## config.mk

```make
export PLATFORM = sky130hd
export DESIGN_NAME = lps_core
export DESIGN_NICKNAME = d
export VERILOG_FILES = /design/src/lps_pkg.sv /design/src/lps_trig_if.sv /design/src/lps_persist.sv /design/src/lps_core.sv
export SDC_FILE = /design/constraint.sdc
export NUM_CORES = 1
export LEC_CHECK = 0
export ABC_CLOCK_PERIOD_IN_PS = 2510
export BUFFER_PORTS_ARGS = -buffer_cell sky130_fd_sc_hd__clkbuf_2
export CAP_MARGIN = 20
export CORE_ASPECT_RATIO = 1.5
export CORE_UTILIZATION = 49
export CTS_CLUSTER_SIZE = 16
export DETAILED_ROUTE_END_ITERATION = 8
export PLACE_DENSITY_LB_ADDON = 0.2
export SYNTH_ARGS = -nofsm -noshare
export SYNTH_HDL_FRONTEND = slang
export SYNTH_SLANG_ARGS = --single-unit
```

## constraint.sdc

```tcl
create_clock -name i_clk -period 2.51 [get_ports i_clk]
set_input_delay 0.3765 -clock i_clk [delete_from_list [all_inputs] [get_ports i_clk]]
set_output_delay 0.3765 -clock i_clk [all_outputs]
set_load 0.05 [all_outputs]
```

## src/lps_pkg.sv

```systemverilog
// Purpose: Shared constants for the light and proximity sensor core
// Assumes: 125 MHz system clock
// Notes: Times are kept in their own unit; cycle counts derive from them
package lps_pkg;
    localparam int CLK_MHZ = 125;
    localparam int AMB_CONV_MS = 100;
    localparam int REFL_CONV_US = 540;
    localparam int LED_PULSE_US = 100;
    localparam int SLEEP_MAX_MS = 800;
    localparam int US_DIV = CLK_MHZ;
    localparam int AMB_CONV_US = AMB_CONV_MS * 1000;
    localparam int SLEEP_MAX_US = SLEEP_MAX_MS * 1000;
    localparam int AMB_W = 12;
    localparam int REFL_W = 8;
    localparam int PERS_W = 2;
    localparam int SLEEP_W = 3;
    localparam int UCNT_W = 20;
    localparam logic [PERS_W-1:0] PERS_1 = 2'h0;
    localparam logic [PERS_W-1:0] PERS_4 = 2'h1;
    localparam logic [PERS_W-1:0] PERS_8 = 2'h2;
    localparam logic [PERS_W-1:0] PERS_16 = 2'h3;
    localparam logic [4:0] CNT_1 = 5'h01;
    localparam logic [4:0] CNT_4 = 5'h04;
    localparam logic [4:0] CNT_8 = 5'h08;
    localparam logic [4:0] CNT_16 = 5'h10;
    localparam logic [AMB_W-1:0] AMB_FULL = 12'hfff;
endpackage : lps_pkg

```

## src/lps_trig_if.sv

```systemverilog
// Purpose: Carries one channel's trigger event into a persistency filter
// Assumes: Single clock domain
// Notes: done and fire are pulse-style strobes; hit and pers are levels
`timescale 1ns/1ps
`default_nettype none
interface lps_trig_if;
    logic done;
    logic hit;
    logic [lps_pkg::PERS_W-1:0] pers;
    logic fire;
    modport src (output done, output hit, output pers, input fire);
    modport filt (input done, input hit, input pers, output fire);
endinterface : lps_trig_if
`default_nettype wire

```

## src/lps_persist.sv

```systemverilog
// Purpose: Counts consecutive triggers and fires at the programmed count
// Assumes: done pulses once per completed conversion
// Notes: A non-triggering result restarts the count
`timescale 1ns/1ps
`default_nettype none
module lps_persist (
    input wire logic i_clk,
    input wire logic i_rstn,
    lps_trig_if.filt trig
);
    typedef struct packed {
        logic [4:0] cnt;
        logic fire;
    } lps_pst_t;
    lps_pst_t st, next_st;
    logic [4:0] need;

    // Required consecutive count and counting
    always_comb begin
        case (trig.pers)
            lps_pkg::PERS_1: need = lps_pkg::CNT_1;
            lps_pkg::PERS_4: need = lps_pkg::CNT_4;
            lps_pkg::PERS_8: need = lps_pkg::CNT_8;
            default: need = lps_pkg::CNT_16;
        endcase
        next_st = st;
        next_st.fire = 1'b0;
        if (trig.done) begin
            if (!trig.hit) begin
                next_st.cnt = 5'h00;
            end else if (st.cnt + 5'h01 >= need) begin
                next_st.cnt = 5'h00;
                next_st.fire = 1'b1;
            end else begin
                next_st.cnt = st.cnt + 5'h01;
            end
        end
    end

    // State register
    always_ff @(posedge i_clk or negedge i_rstn) begin
        if (!i_rstn) begin
            st <= '0;
        end else begin
            st <= next_st;
        end
    end

    assign trig.fire = st.fire;
endmodule : lps_persist
`default_nettype wire

```

## src/lps_core.sv

```systemverilog
// Purpose: Digital core of an ambient light and reflectance proximity sensor
// Assumes: Converter results arrive as sampled inputs; host bus decoded outside
// Notes: Configuration and status are plain ports; interrupt pin is open drain
//
// Overview of operation
// - Ambient and reflectance channels run independently and concurrently.
// - Each ambient conversion lasts 100 ms; full scale up to 2000 lux.
// - Each reflectance conversion lasts 540 us and yields a result.
// - LED driver turns on during the reflectance conversion.
// - LED pulse is 100 us; sink current selects 110 or 220 mA.
// - Programmable sleep between LED pulses, longest 800 ms.
// - Ambient range select chooses 125 or 2000 lux full scale.
// - Ambient code is proportional to lux within the chosen range.
// - Ambient trigger when result lies outside the low/high window.
// - Reflectance trigger when result exceeds the threshold.
// - Interrupt after 1, 4, 8 or 16 consecutive triggers per channel.
// - Interrupt sets readable flags and drives the interrupt pin.
// - Interrupt pin is open drain: pulls low when active.
// - Ambient result is 12 bits.
// - Reflectance result is 8 bits.
`timescale 1ns/1ps
`default_nettype none
module lps_core #(
    parameter int AMB_CONV_CYC = lps_pkg::AMB_CONV_US * lps_pkg::CLK_MHZ,
    parameter int SLEEP_UNIT_US = lps_pkg::SLEEP_MAX_US / 8
) (
    input wire logic i_clk,
    input wire logic i_rstn,
    input wire logic i_ambient_channel_en,
    input wire logic i_refl_en,
    input wire logic i_ambient_range_select,
    input wire logic [lps_pkg::AMB_W-1:0] i_ambient_raw,
    input wire logic [lps_pkg::REFL_W-1:0] i_refl_raw,
    input wire logic [lps_pkg::AMB_W-1:0] i_amb_thr_low,
    input wire logic [lps_pkg::AMB_W-1:0] i_amb_thr_high,
    input wire logic [lps_pkg::REFL_W-1:0] i_refl_thr,
    input wire logic [lps_pkg::PERS_W-1:0] i_amb_pers,
    input wire logic [lps_pkg::PERS_W-1:0] i_refl_pers,
    input wire logic i_led_high_current,
    input wire logic [lps_pkg::SLEEP_W-1:0] i_sleep_sel,
    input wire logic i_amb_flag_clr,
    input wire logic i_refl_flag_clr,
    output logic [lps_pkg::AMB_W-1:0] o_ambient_data,
    output logic [lps_pkg::REFL_W-1:0] o_refl_data,
    output logic o_amb_flag,
    output logic o_refl_flag,
    output logic o_ir_led_sink_on,
    output logic o_ir_led_sink_high,
    output logic o_amb_sample,
    output logic o_refl_sample,
    output logic o_int_n_out,
    output logic o_int_n_oe
);
    localparam int REFL_CYC = lps_pkg::REFL_CONV_US;
    localparam int LED_CYC = lps_pkg::LED_PULSE_US;
    localparam int LED_START = (REFL_CYC - LED_CYC) / 2;
    // Period counter sized from the conversion length; the full period needs more than 20 bits
    localparam int AMB_CNT_W = $clog2(AMB_CONV_CYC + 1);

    typedef enum logic [2:0] {
        RS_IDLE = 3'h1,
        RS_CONV = 3'h2,
        RS_SLEEP = 3'h4
    } lps_rstate_t;

    typedef struct packed {
        logic [6:0] us_div;
        logic us_tick;
        logic [AMB_CNT_W-1:0] amb_cnt;
        logic [lps_pkg::UCNT_W-1:0] refl_cnt;
        lps_rstate_t rst;
        logic [lps_pkg::AMB_W-1:0] amb_data;
        logic [lps_pkg::REFL_W-1:0] refl_data;
        logic amb_done;
        logic amb_hit;
        logic refl_done;
        logic refl_hit;
        logic amb_flag;
        logic refl_flag;
        logic led_on;
        logic led_high;
        logic amb_sample;
        logic refl_sample;
        logic int_oe_n;
    } lps_state_t;

    lps_state_t st, next_st;
    logic [lps_pkg::AMB_W-1:0] amb_code;
    logic [lps_pkg::UCNT_W-1:0] sleep_us;
    logic amb_fire;
    logic refl_fire;

    lps_trig_if amb_if ();
    lps_trig_if refl_if ();

    // Trigger strobes to the persistency filters
    assign amb_if.done = st.amb_done;
    assign amb_if.hit = st.amb_hit;
    assign amb_if.pers = i_amb_pers;
    assign refl_if.done = st.refl_done;
    assign refl_if.hit = st.refl_hit;
    assign refl_if.pers = i_refl_pers;
    assign amb_fire = amb_if.fire;
    assign refl_fire = refl_if.fire;

    // One persistency filter per channel, independent
    lps_persist u_amb_pst (
        .i_clk(i_clk),
        .i_rstn(i_rstn),
        .trig(amb_if.filt)
    );
    lps_persist u_refl_pst (
        .i_clk(i_clk),
        .i_rstn(i_rstn),
        .trig(refl_if.filt)
    );

    // Next state of both channels and the interrupt logic
    always_comb begin
        next_st = st;
        next_st.us_tick = 1'b0;
        next_st.amb_done = 1'b0;
        next_st.refl_done = 1'b0;
        next_st.amb_sample = 1'b0;
        next_st.refl_sample = 1'b0;
        // Scale: low range expands 125 lux over the full 12-bit code
        if (i_ambient_range_select) begin
            amb_code = i_ambient_raw;
        end else if (i_ambient_raw[lps_pkg::AMB_W-1:lps_pkg::AMB_W-4] != 4'h0) begin
            amb_code = lps_pkg::AMB_FULL;
        end else begin
            amb_code = {i_ambient_raw[lps_pkg::AMB_W-5:0], 4'h0};
        end
        sleep_us = lps_pkg::UCNT_W'(SLEEP_UNIT_US * (int'(i_sleep_sel) + 1));
        // Microsecond enable from the 125 MHz clock
        if (st.us_div == 7'(lps_pkg::US_DIV - 1)) begin
            next_st.us_div = 7'h00;
            next_st.us_tick = 1'b1;
        end else begin
            next_st.us_div = st.us_div + 7'h01;
        end
        // Ambient channel: free-running conversion period, in clock cycles
        if (!i_ambient_channel_en) begin
            next_st.amb_cnt = '0;
        end else if (st.amb_cnt == AMB_CNT_W'(AMB_CONV_CYC - 1)) begin
            next_st.amb_cnt = '0;
            next_st.amb_data = amb_code;
            next_st.amb_sample = 1'b1;
            next_st.amb_done = 1'b1;
            next_st.amb_hit = (amb_code < i_amb_thr_low) || (amb_code > i_amb_thr_high);
        end else begin
            next_st.amb_cnt = st.amb_cnt + 1'b1;
        end
        // Reflectance channel state machine, in microsecond ticks
        case (st.rst)
            RS_IDLE: begin
                next_st.led_on = 1'b0;
                if (i_refl_en) begin
                    next_st.rst = RS_CONV;
                    next_st.refl_cnt = '0;
                    next_st.led_high = i_led_high_current;
                end
            end
            RS_CONV: begin
                if (st.us_tick) begin
                    next_st.refl_cnt = st.refl_cnt + 1'b1;
                    if (st.refl_cnt == lps_pkg::UCNT_W'(LED_START - 1)) begin
                        next_st.led_on = 1'b1;
                    end
                    if (st.refl_cnt == lps_pkg::UCNT_W'(LED_START + LED_CYC - 1)) begin
                        next_st.led_on = 1'b0;
                        next_st.refl_sample = 1'b1;
                    end
                    if (st.refl_cnt == lps_pkg::UCNT_W'(REFL_CYC - 1)) begin
                        next_st.rst = RS_SLEEP;
                        next_st.refl_cnt = '0;
                        next_st.refl_data = i_refl_raw;
                        next_st.refl_done = 1'b1;
                        next_st.refl_hit = i_refl_raw > i_refl_thr;
                    end
                end
            end
            RS_SLEEP: begin
                next_st.led_on = 1'b0;
                if (!i_refl_en) begin
                    next_st.rst = RS_IDLE;
                end else if (st.us_tick) begin
                    if (st.refl_cnt >= sleep_us - 1'b1) begin
                        next_st.rst = RS_CONV;
                        next_st.refl_cnt = '0;
                        next_st.led_high = i_led_high_current;
                    end else begin
                        next_st.refl_cnt = st.refl_cnt + 1'b1;
                    end
                end
            end
            default: begin
                next_st.rst = RS_IDLE;
                next_st.led_on = 1'b0;
            end
        endcase
        // Sticky flags: the setting event wins over a clear
        if (amb_fire) begin
            next_st.amb_flag = 1'b1;
        end else if (i_amb_flag_clr) begin
            next_st.amb_flag = 1'b0;
        end
        if (refl_fire) begin
            next_st.refl_flag = 1'b1;
        end else if (i_refl_flag_clr) begin
            next_st.refl_flag = 1'b0;
        end
        // Pin drives low while either flag stands
        next_st.int_oe_n = !(next_st.amb_flag || next_st.refl_flag);
    end

    // State register
    always_ff @(posedge i_clk or negedge i_rstn) begin
        if (!i_rstn) begin
            st <= '0;
            st.rst <= RS_IDLE;
            st.int_oe_n <= 1'b1;
        end else begin
            st <= next_st;
        end
    end

    // Outputs straight from flip-flops, except the interrupt data output tied low
    assign o_ambient_data = st.amb_data;
    assign o_refl_data = st.refl_data;
    assign o_amb_flag = st.amb_flag;
    assign o_refl_flag = st.refl_flag;
    assign o_ir_led_sink_on = st.led_on;
    assign o_ir_led_sink_high = st.led_high;
    assign o_amb_sample = st.amb_sample;
    assign o_refl_sample = st.refl_sample;
    assign o_int_n_out = 1'b0;
    assign o_int_n_oe = st.int_oe_n;
endmodule : lps_core
`default_nettype wire

```

After elaboration in Yosys (flattened, before gate mapping)
Index checks and enable logic that the tools add are counted.
- multiplexer cells: 51
- reductions and logical operators: 14
- add/sub/neg operators: 7
- $lt $le $gt $ge: 6
- equal/unequal tests: 21
- multiply operators: 1
- operators by type and width (operator ; number):
    $mux 23 ; 4
    $pmux 20 s3 ; 1
    $mux 24 ; 2
    $mux 20 ; 2
    $pmux 5 s3 ; 2
    $add 24x1->24 const B ; 1
    $eq 24x24->1 const B ; 1
    $mux 1 ; 24
    $mux 12 ; 2
    $add 20x1->20 const B ; 1
    $eq 20x10->1 const B ; 1
    $eq 20x8->1 const B ; 1
    $eq 20x9->1 const B ; 1
    $ge 20x20->1 ; 1
    $mux 5 ; 4
    $sub 20x1->20 const B ; 1
    $mul 12x4->15 const A ; 1
    $reduce_and 5->1 ; 3
    $gt 12x12->1 ; 1
    $lt 12x12->1 ; 1
    $ne 2x2->1 const B ; 6
    $add 5x1->5 const B ; 2
    $ge 5x5->1 ; 2
    $mux 2 ; 5
    22 further kinds ; 30
- word-level logic and storage cells: 122
- flip-flop bits (word level): 98
- input bits: 67
- output and inout bits: 28

Logic depth before layout (Yosys ltp)
Gate-level depths: netlist of the first run.
- depth after elaboration: 8
- gate-level depth with buffers: 25
- mapped depth without buffers: 22

Cells and area by module
Synthesis of the first run repeated with hierarchy kept, for this count alone.
- cell total of the unflattened synthesis: 757
- area, all modules: 6890.4 um^2
- by module, submodules not included (module ; sequential area each (um^2) ; instances ; area an instance (um^2) ; cells each):
    lps_core ; 2129.5 ; 1 ; 6089.6 ; 673
    lps_persist ; 150.1 ; 2 ; 400.4 ; 42

Least setup slack after synthesis of the first run
No wires, ideal clock.
- path type: input-to-reg
- start point: input port i_sleep_sel[0] in the netlist's numbering
- end point: register st[46] in the netlist's numbering
- data arrival time: 5.412 ns
- slack: -2.985 ns
- setup time: 0.083 ns
- required time: 2.427 ns
- cell stages on the path: 24
- path buffers: 3
- cell sequence: buf_2 -> inv_1 -> ha_1 -> ha_1 -> ha_1 -> ha_1 -> a21oi_1 -> o21ai_1 -> a221o_1 -> a2111oi_2 -> inv_1 -> a31o_2 -> a31oi_1 -> xnor2_1 -> ha_1 -> nand4_1 -> nor3_1 -> a221o_1 -> a311oi_1 -> a31o_2 -> buf_2 -> buf_2 -> a21oi_1 -> o21ai_0
- word-level cells in the longest chain between the ends: 8
- RTL lines (item ; RTL line ; source):
    from (decl) ; lps_core.sv:40 ; input wire logic [lps_pkg::SLEEP_W-1:0] i_sleep_sel,
    $add 3x1->4 ; lps_core.sv:134 ; sleep_us = lps_pkg::UCNT_W'(SLEEP_UNIT_US * (int'(i_sleep_sel) + 1));
    $mul 12x4->15 ; lps_core.sv:134 ;
    $sub 20x1->20 ; lps_core.sv:188 ; if (st.refl_cnt >= sleep_us - 1'b1) begin
    $ge 20x20->1 ; lps_core.sv:188 ;
    $mux 20 ; lps_core.sv:188 ;
    $mux 23 ; lps_core.sv:187 ; end else if (st.us_tick) begin
    $mux 20 ; lps_core.sv:185 ; if (!i_refl_en) begin
    $pmux 20 s3 ; lps_core.sv:155 ; case (st.rst)
    to (signal assigned) ; lps_core.sv:224 ; st <= next_st;
    to (decl) ; lps_core.sv:87 ; lps_state_t st, next_st;
No other way between the ends. The select of a mux whose other input is x is not followed.
A chain may end at the register's enable or synchronous reset.

Worst setup path in the final report of the first run
- start point: input port i_sleep_sel[0] in the netlist's numbering
- end point: register st[47] in the netlist's numbering
The elaborated chain is that of the path after synthesis.

==> impl_summary.md, run 1 <==
Clock tree
TritonCTS built the clock tree. The clock latency reported for the late side of the worst-skew pair is 0.35 ns. The number of levels in the clock H-tree is 3. The number of buffers added by the clock tree synthesis step is 9.

The buffer levels on the longest clock path is 2. The cell sitting at the root of the clock tree is a sky130_fd_sc_hd__clkbuf_16. After clock tree synthesis, the clock-pin slew on the worst setup and hold paths is 0.08 ns.

The number of sinks handled by clock tree synthesis is 97.

Drt
The total number of vias is 6,205. The count of nets left with antenna violations after detail routing is 0. After the first detailed-routing iteration, the DRC count stood at 302. The count of unresolved DRC violations after routing is 0.

For this block, the routed nets add up to 17.6 mm of wire. Using the TritonRoute via totals, the vias-per-cell ratio works out to 5.64. The average detailed-routed wire length per instance is 16.0 µm. The first-pass iteration count of the detailed router is 5.

Layout
The number of antenna diodes in the final layout is 0. The share of final-layout standard cells stronger than drive strength 1 is 33.5%. Leaving out fill and tap cells, the most frequent cell in the layout is sky130_fd_sc_hd__buf_4. The net count of the finished layout is 1,078. Fill cells in the final layout number 1,084.

The layout overhead on the synthesized area is 32.0%. The top cell types in the final layout, fill and taps aside, are sky130_fd_sc_hd__buf_4, sky130_fd_sc_hd__dfrtp_1, sky130_fd_sc_hd__clkbuf_2.

Status
The checks that failed: negative setup slack. The run finished, with violations left.

Power
The sequential cell fraction of total power is 38.3%. In this run, the clock network consumes 33.5% of the power. In this run the power density over the cells is 477 mW/mm². In this run the power spent charging and discharging nets is 0.00132 W. The combinational share of power is 28.2%. The peak ir drop on the vdd network is 0.000333 V.

The switching portion of total power is 30.8%. The static leakage power is 4.48 nW. Internal power comes to 0.00297 W.

STA
Setup violations remaining at the end of the flow were counted as 23. The worst-case clock skew is 0.0122 ns. The worst setup slack after layout is -2.31 ns.

The final hold slack is 0.278 ns. Setup repair after global routing could not meet its margin everywhere. The highest clock frequency the design can meet is 0.207 GHz. The smallest clock period supported by the final layout is computed as 4.82 ns. The final hold violation count was 0.

The final max-slew violation count is 0. The final worst-path cycle share is 192%.

Critical path
Traced cell by cell, the critical path runs through clkbuf_16, inv_8, ha_4, ha_4, ha_4, ha_4, a21oi_4, o21ai_2, a221o_1, a2111oi_4, nor4_4, mux2i_1, a221oi_2, xor2_1, ha_1, nand4_1, nor3_2, a221o_1, a311oi_4, a31oi_2, buf_4, or3_1, o21ai_1. Among all stages on the critical path, the largest delay is contributed by sky130_fd_sc_hd__a2111oi_4. The worst setup path is launched from an input port. The logic depth of the worst path, buffers included is 23. The cell class contributing the biggest share of worst-path delay is compound AO/OA/AOI/OAI gates. The number of buffers and inverters on the critical path is 3.

STA classifies the critical path endpoint as a flop. For the worst flop-to-flop path, the logic depth is 10. The cell seen most often among critical-path stages is sky130_fd_sc_hd__ha_4. At the worst endpoint, the arrival time is 5.09 ns.

The largest single stage delay on the critical path is 0.37 ns. The worst setup path is of the in -> reg kind. Of all nets on the critical path, the largest fanout is 7. The required time reported for the critical path endpoint is 2.78 ns.

Synthesis
The number of cells produced by synthesis is 745. During synthesis, Yosys emitted a total of 0 warnings. The cell area after synthesis is 0.00683 mm². The number of nets in the synthesized netlist is 890.

The number of unique standard cell types used by synthesis is 56. The share of synthesized registers carrying an async set or reset is 100%. The number of enable flip-flop cells after synthesis is 0. Of the synthesized area, sequential elements account for 35.6%.

The synthesized area divided by synthesized cell count is 9.16 µm². Synthesis inferred 97 register bits. Among all flip-flop cells after synthesis, the most frequent one is sky130_fd_sc_hd__dfrtp_1.

Floorplanning
The die is 98.4 µm wide. The placeable core region is 0.0135 mm². The area of the die is 0.0144 mm².

The floorplan has 52 rows. The die is 147 µm tall. For this configuration, the core starts out at a cell density of 50.4%. Pin placement for this block handled 95 I/O pins.

Min path
In this run the worst hold path is classified as in -> reg. Along the worst hold path, the cell count comes to 2.

Place
Summed over all nets, the half-perimeter wirelength after detailed placement is 13.4 mm. Before CTS, the worst setup slack after placement is -2.88 ns. The global placement routability congestion is 0.897. The count of port buffers added during placement is 93.

Run
The number of maximum-capacitance violations is 0.

GRT
The global-route wire length before repair is 28.4 mm. The via count of the first global-routing pass is 6,321. The initial antenna violation count is 0. The pin count of the biggest net entering global routing is 50. The all-layer global routing usage is 24.6%. For this run the aggregate overflow at the end of global routing stands at 0.
[final timing paths]
path                                                from                         end  slack [ns]
min in group asynchronous                         i_rstn            st[64]$_DFF_PN0_        0.52
max in group asynchronous                         i_rstn        o_int_n_oe$_DFF_PN1_        1.31
hold / removal                             i_refl_raw[5]  o_refl_data[5]$_DFFE_PN0P_        0.28
hold reg to reg            u_amb_pst.trig.fire$_DFF_PN0_        o_amb_flag$_DFF_PN0_        0.47
setup / recovery                          i_sleep_sel[0]          st[47]$_DFFE_PN0P_       -2.31
setup reg to reg                      st[43]$_DFFE_PN0P_          st[47]$_DFFE_PN0P_       -0.20
[layer usage]
layer  vias up  wire [µm]  GRT usage, %
met5         -          0             0
met4         0        744          12.5
met3        58        735          4.02
met2       195       9670          46.8
met1      2980       6420          25.5
li1       2972          -             -
[cells in the mapped netlist, types with 3 or more instances]
master	count	area share, %
sky130_fd_sc_hd__dfrtp_1	95	35
sky130_fd_sc_hd__ha_1	78	14
sky130_fd_sc_hd__inv_1	72	4.0
sky130_fd_sc_hd__nor2_1	57	3.1
sky130_fd_sc_hd__nand2_1	40	2.2
sky130_fd_sc_hd__o21ai_0	38	2.8
sky130_fd_sc_hd__a21oi_1	37	2.7
sky130_fd_sc_hd__nand3_1	28	2.1
sky130_fd_sc_hd__a21o_1	26	2.9
sky130_fd_sc_hd__xnor2_1	24	3.1
sky130_fd_sc_hd__xor2_1	24	3.1
sky130_fd_sc_hd__buf_4	21	2.3
sky130_fd_sc_hd__mux2_2	21	3.5
sky130_fd_sc_hd__nand4_1	20	1.8
sky130_fd_sc_hd__nor3_1	17	1.2
sky130_fd_sc_hd__or3_1	16	1.5
sky130_fd_sc_hd__nor2b_1	13	1.2
sky130_fd_sc_hd__nand2b_1	12	1.1
sky130_fd_sc_hd__clkbuf_1	10	0.55
sky130_fd_sc_hd__and3_1	9	0.82
sky130_fd_sc_hd__a31oi_1	6	0.55
sky130_fd_sc_hd__buf_2	6	0.44
sky130_fd_sc_hd__a221o_1	5	0.73
sky130_fd_sc_hd__and4_1	5	0.64
sky130_fd_sc_hd__nor4_1	5	0.46
sky130_fd_sc_hd__a22oi_1	4	0.44
sky130_fd_sc_hd__mux2i_1	4	0.59
sky130_fd_sc_hd__nor3b_1	4	0.44
sky130_fd_sc_hd__o21bai_1	4	0.44
sky130_fd_sc_hd__a31o_2	3	0.39
sky130_fd_sc_hd__o31ai_1	3	0.33
[flip-flops by register name (all words and copies together) (netlist names)]
name	count
o_refl_sample	1
o_int_n_oe	1
u_amb_pst.trig.fire	1
u_amb_pst.st	5
refl_if.done	1
u_refl_pst.trig.fire	1
amb_if.hit	1
amb_if.done	1
o_refl_data	8
refl_if.hit	1
o_amb_flag	1
u_refl_pst.st	5
o_ambient_data	12
o_refl_flag	1
o_ir_led_sink_on	1
o_ir_led_sink_high	1
st	55
[power by group through the flow]
stage | clock network, W | logic [W] | registers [W]
2_1_floorplan | 0 | 0.000658 | 0.00169
3_3_place_gp | 0 | 0.00107 | 0.00167
3_5_place_dp | 0 | 0.00111 | 0.00167
4_1_cts | 0.00148 | 0.00116 | 0.00164
5_1_grt | 0.00153 | 0.00133 | 0.00165
6_report | 0.00144 | 0.00121 | 0.00164
[per-stage QoR]
stage / utilization [%] / instance area, µm² / instances / TNS (ns) / power [W]
3_5_place_dp: 61.2 / 8280 / 1066 / -64.59 / 0.00278
3_3_place_gp: 61.2 / 8280 / 1066 / -59.77 / 0.00274
4_1_cts: 65.0 / 8790 / 1089 / -48.33 / 0.00429
5_1_grt: 66.6 / 9010 / 1100 / -53.87 / 0.00450
6_report: 66.6 / 9010 / 1100 / -50.19 / 0.00429
2_1_floorplan: - / 7060 / 745 / -55.39 / 0.00235
[layout make-up]
cell class	count	area, µm²	area share, %
Inverter	72	278	3.08
Timing Repair Buffer	214	1520	16.8
Clock inverter	7	82.6	0.916
Tap cell	162	203	2.25
Sequential cell	97	2430	27.0
Multi-Input combinational cell	539	4280	47.4
Clock buffer	9	225	2.50
[what timing repair did]
| item | in CTS | in global routing |
|---|---|---|
| buffers inserted | 5 | 9 |
| hold buffers | 1 | 0 |
| gates cloned | 1 | 2 |
| gates resized for setup | 29 | 23 |
| pin swaps | 22 | 7 |
| endpoints found under the hold margin | 32 | 0 |
| setup endpoints to repair | 23 | 26 |
[cells by family after synthesis]
kind of cell    Yosys count  share of synthesized area [%]
buf+inv                 109                           7.26
xor+xnor                 50                           6.64
compound gates          148                           14.2
flops                    97                           35.6
other cells               1                         0.0549
fa+ha+maj                78                           14.3
simple gates            237                           17.9
mux                      25                           4.05
(Power assumes the default switching activity.)
==> run 2: changes to the inputs <==
--- a/config.mk
+++ b/config.mk
@@ -8,8 +8,10 @@
 export ABC_CLOCK_PERIOD_IN_PS = 2510
 export BUFFER_PORTS_ARGS = -buffer_cell sky130_fd_sc_hd__clkbuf_2
 export CAP_MARGIN = 20
+export CELL_PAD_IN_SITES_DETAIL_PLACEMENT = 1
+export CELL_PAD_IN_SITES_GLOBAL_PLACEMENT = 2
 export CORE_ASPECT_RATIO = 1.5
-export CORE_UTILIZATION = 49
+export CORE_UTILIZATION = 33
 export CTS_CLUSTER_SIZE = 16
 export DETAILED_ROUTE_END_ITERATION = 8
 export PLACE_DENSITY_LB_ADDON = 0.2
==> run 2 against run 1 <==
The flow still finishes with violations (negative setup slack); power shrank 0.23%; first-iteration DRC count fell by 45%; core utilization decreased by 22 points; worst hold slack got worse by 0.028 ns; sequential power is essentially flat; critical endpoint is now st[46]$_DFFE_PN0P_; largest power group unchanged.
==> impl_summary.md, run 2 (same netlist as run 1, synthesis figures left out) <==
Status
The run finished, with violations left. The final reports fail on negative setup slack.

Drt
The count of nets left with antenna violations after detail routing is 0 (unchanged). The post-detailed-route via-to-cell ratio is 5.03 (-11%). The average detailed-routed wire length per instance is 16.3 µm (+2.0%). The post-detailed-routing wire length is 19.6 mm (+12%). The count of unresolved DRC violations after routing is 0 (unchanged).

The first-pass iteration count of the detailed router is 4 (-1). The total number of vias is 6,057 (-2.4%). The DRC violation total after the first TritonRoute iteration was 166 (-45%).

Layout
The number of nets at the end of the flow came to 1,081 (+0.28%). The count of placed standard cells in the final layout, fillers left out is 1,205 (+9.5%). The final cell area excluding filler cells is 0.00911 mm² (+1.1%). The area growth from synthesis to layout is 33.5%.

The most common library cell in the layout ignoring fill and taps is sky130_fd_sc_hd__buf_4. The flip-flop count of the largest register after layout came to 55 (unchanged). The count of inserted antenna diode cells is 0 (unchanged). The largest register by flop count is st. The share of final-layout standard cells stronger than drive strength 1 is 34.2% (+0.74 points).

The utilization after layout came to 44.8% (-22 points). The top cell types in the final layout, fill and taps aside, are sky130_fd_sc_hd__buf_4, sky130_fd_sc_hd__dfrtp_1, sky130_fd_sc_hd__clkbuf_2.

Clock tree
The buffer levels on the longest clock path came to 2 (unchanged). The clock input transition at the sequential cells of the worst setup and hold paths is 0.07 ns (about the same). The number of levels in the clock H-tree is 3 (unchanged). The number of sinks handled by clock tree synthesis is 97 (unchanged). The number of buffers added by the clock tree synthesis step is 9 (unchanged). The clock latency reported for the late side of the worst-skew pair came to 0.36 ns (about the same).

The tree is rooted in a sky130_fd_sc_hd__clkbuf_16. TritonCTS built the clock tree.

STA
The final hold violation count is 0 (unchanged). Measured against its own limit, the worst slew margin works out to 64.3%. At the pin with the least slew margin, the transition time is 0.536 ns.

Setup repair after global routing could not meet its margin everywhere. The post-route minimum period was 4.80 ns (-0.0230 ns). The final setup violation count is 23 (unchanged). The final worst-path cycle share is 191% (-0.91 points).

The final max-slew violation count is 0 (unchanged). The highest clock frequency the design can meet is 0.208 GHz (+0.48%). The worst setup slack after layout is -2.29 ns (+0.0230 ns). The worst-case clock skew is 0.00562 ns (-0.00659 ns).

GRT
The global-route wire length before repair is 32.7 mm (+15%). The initial antenna violation count is 0 (unchanged). The global-route congestion overflow total was 0 (unchanged). The all-layer global routing usage is 19.4% (-5.1 points).

The via count of the first global-routing pass was 6,720 (+6.3%). The pin count of the biggest net entering global routing is 45 (-10%).

Power
The fraction of power consumed by the clock network is 33.5% (about the same). The power density normalized to cell area came to 470 mW/mm² (-1.3%). The reported net switching power is 0.00133 W (+0.50%).

The peak ir drop on the vdd network came to 0.000272 V (-18%). The combinational share of power was 28.3% (about the same). The sequential cell fraction of total power came to 38.3% (about the same). The static leakage power came to 4.47 nW (-0.17%). The switching portion of total power came to 31.0% (+0.23 points). The internal cell power is 0.00296 W (-0.56%).

Critical path
The category of the worst setup path capture point is a flop. The startpoint-to-endpoint class of the critical path is in -> reg. The depth of the worst register-to-register path is 11 (+1).

The maximum fanout along the worst path is 5 (-2). The biggest cell delay along the critical path is 0.38 ns (about the same). The worst register-to-register path ends at st[39]$_DFFE_PN0P_. The worst register-to-register path begins at st[35]$_DFFE_PN0P_. The highest-delay cell along the critical path is sky130_fd_sc_hd__or3_4.

The capturing instance or port of the critical path is st[46]$_DFFE_PN0P_. The sort of element at the start of the critical path is an input port. The data arrival at the endpoint of the critical path was 5.09 ns (about the same). The worst setup slack for register-to-register paths is -0.09 ns (+0.11 ns). In this run the worst setup path begins at i_sleep_sel[1]. The required time reported for the critical path endpoint is 2.80 ns (+0.02 ns).

Floorplanning
The number of I/O pins is 95 (unchanged). The initial cell density of the core is 33.6% (-17 points). The placeable core region was 0.0203 mm² (+50%). The die height is 178 µm (+22%). The area of the die is 0.0213 mm² (+48%). The die outline width is 119 µm (+21%). The site row count came to 64 (+23%).

Place
The count of port buffers added during placement is 93 (unchanged). The number of placed cells counting well taps is 1,174 (+10%). The final HPWL from detailed placement is 15.5 mm (+16%). The global placement routability congestion was 0.849 (-5.3%). The minimum setup slack after placement is -2.84 ns (+0.0430 ns). The instance area at placement is 0.00845 mm² (+2.1%).

Min path
The worst min-delay path class is in -> reg.

Run
The number of maximum-capacitance violations is 0 (unchanged).
run 2: final cells by class:
cell class	instances	area, µm²
clock buffers	9	225
clock inverters	7	78.8
fillers	2409	11200
inverters	72	283
multi-input cells	539	4290
flip-flops and latches	97	2430
well taps	264	330
repair buffers	217	1480
run 2: worst min-delay path by stage:
stage	start	to	slack (ns)	cells after the start
2_1_floorplan	i_rstn	amb_if.done$_DFF_PN0_	0.08	0
3_3_place_gp	i_rstn	o_ambient_data[10]$_DFFE_PN0P_	0.39	1
3_5_place_dp	i_rstn	o_ambient_data[10]$_DFFE_PN0P_	0.40	1
4_1_cts	i_led_high_current	o_ir_led_sink_high$_DFFE_PN0P_	0.23	2
5_1_grt	i_led_high_current	o_ir_led_sink_high$_DFFE_PN0P_	0.25	2
6_report	i_led_high_current	o_ir_led_sink_high$_DFFE_PN0P_	0.25	2
run 2: what timing repair did:
| item | 4_1_cts | 5_1_grt |
|---|---|---|
| pin swaps | 30 | 10 |
| endpoints found under the setup margin | 24 | 25 |
| cloned | 1 | 0 |
| hold buffers | 1 | 0 |
| hold endpoints to repair | 1 | 0 |
| setup buffers | 9 | 4 |
| gates resized for setup | 28 | 23 |
run 2: stage by stage:
stage          TNS [ns]  power [W]  hold slack (ns)
2_1_floorplan    -55.39    0.00235           0.0809
4_1_cts          -51.02    0.00431            0.229
3_5_place_dp     -63.74    0.00280            0.397
6_report         -50.41    0.00428            0.250
3_3_place_gp     -60.26    0.00275            0.392
5_1_grt          -56.75    0.00453            0.251
run 2: worst max-delay path: cells and delay by family:
family          cells  cell delay, ns
compound gates      9            1.76
xor+xnor            1            0.15
fa+ha+maj           4            1.04
buf+inv             6            0.89
simple gates        5            0.88
run 2: power groups by stage:
stage / Combinational [W] / Sequential [W] / Clock [W]
6_report: 0.00121 / 0.00164 / 0.00143
5_1_grt: 0.00134 / 0.00165 / 0.00154
4_1_cts: 0.00118 / 0.00164 / 0.00149
3_5_place_dp: 0.00113 / 0.00167 / 0
3_3_place_gp: 0.00109 / 0.00167 / 0
2_1_floorplan: 0.000658 / 0.00169 / 0
run 2: routing by layer:
| layer | routed length, µm | GRT usage, % | vias up |
|---|---|---|---|
| li1 | - | - | 2974 |
| met1 | 7580 | 20.1 | 2983 |
| met2 | 11100 | 38.6 | 78 |
| met3 | 515 | 3.26 | 22 |
| met4 | 404 | 7.03 | 0 |
| met5 | 0 | 0 | - |
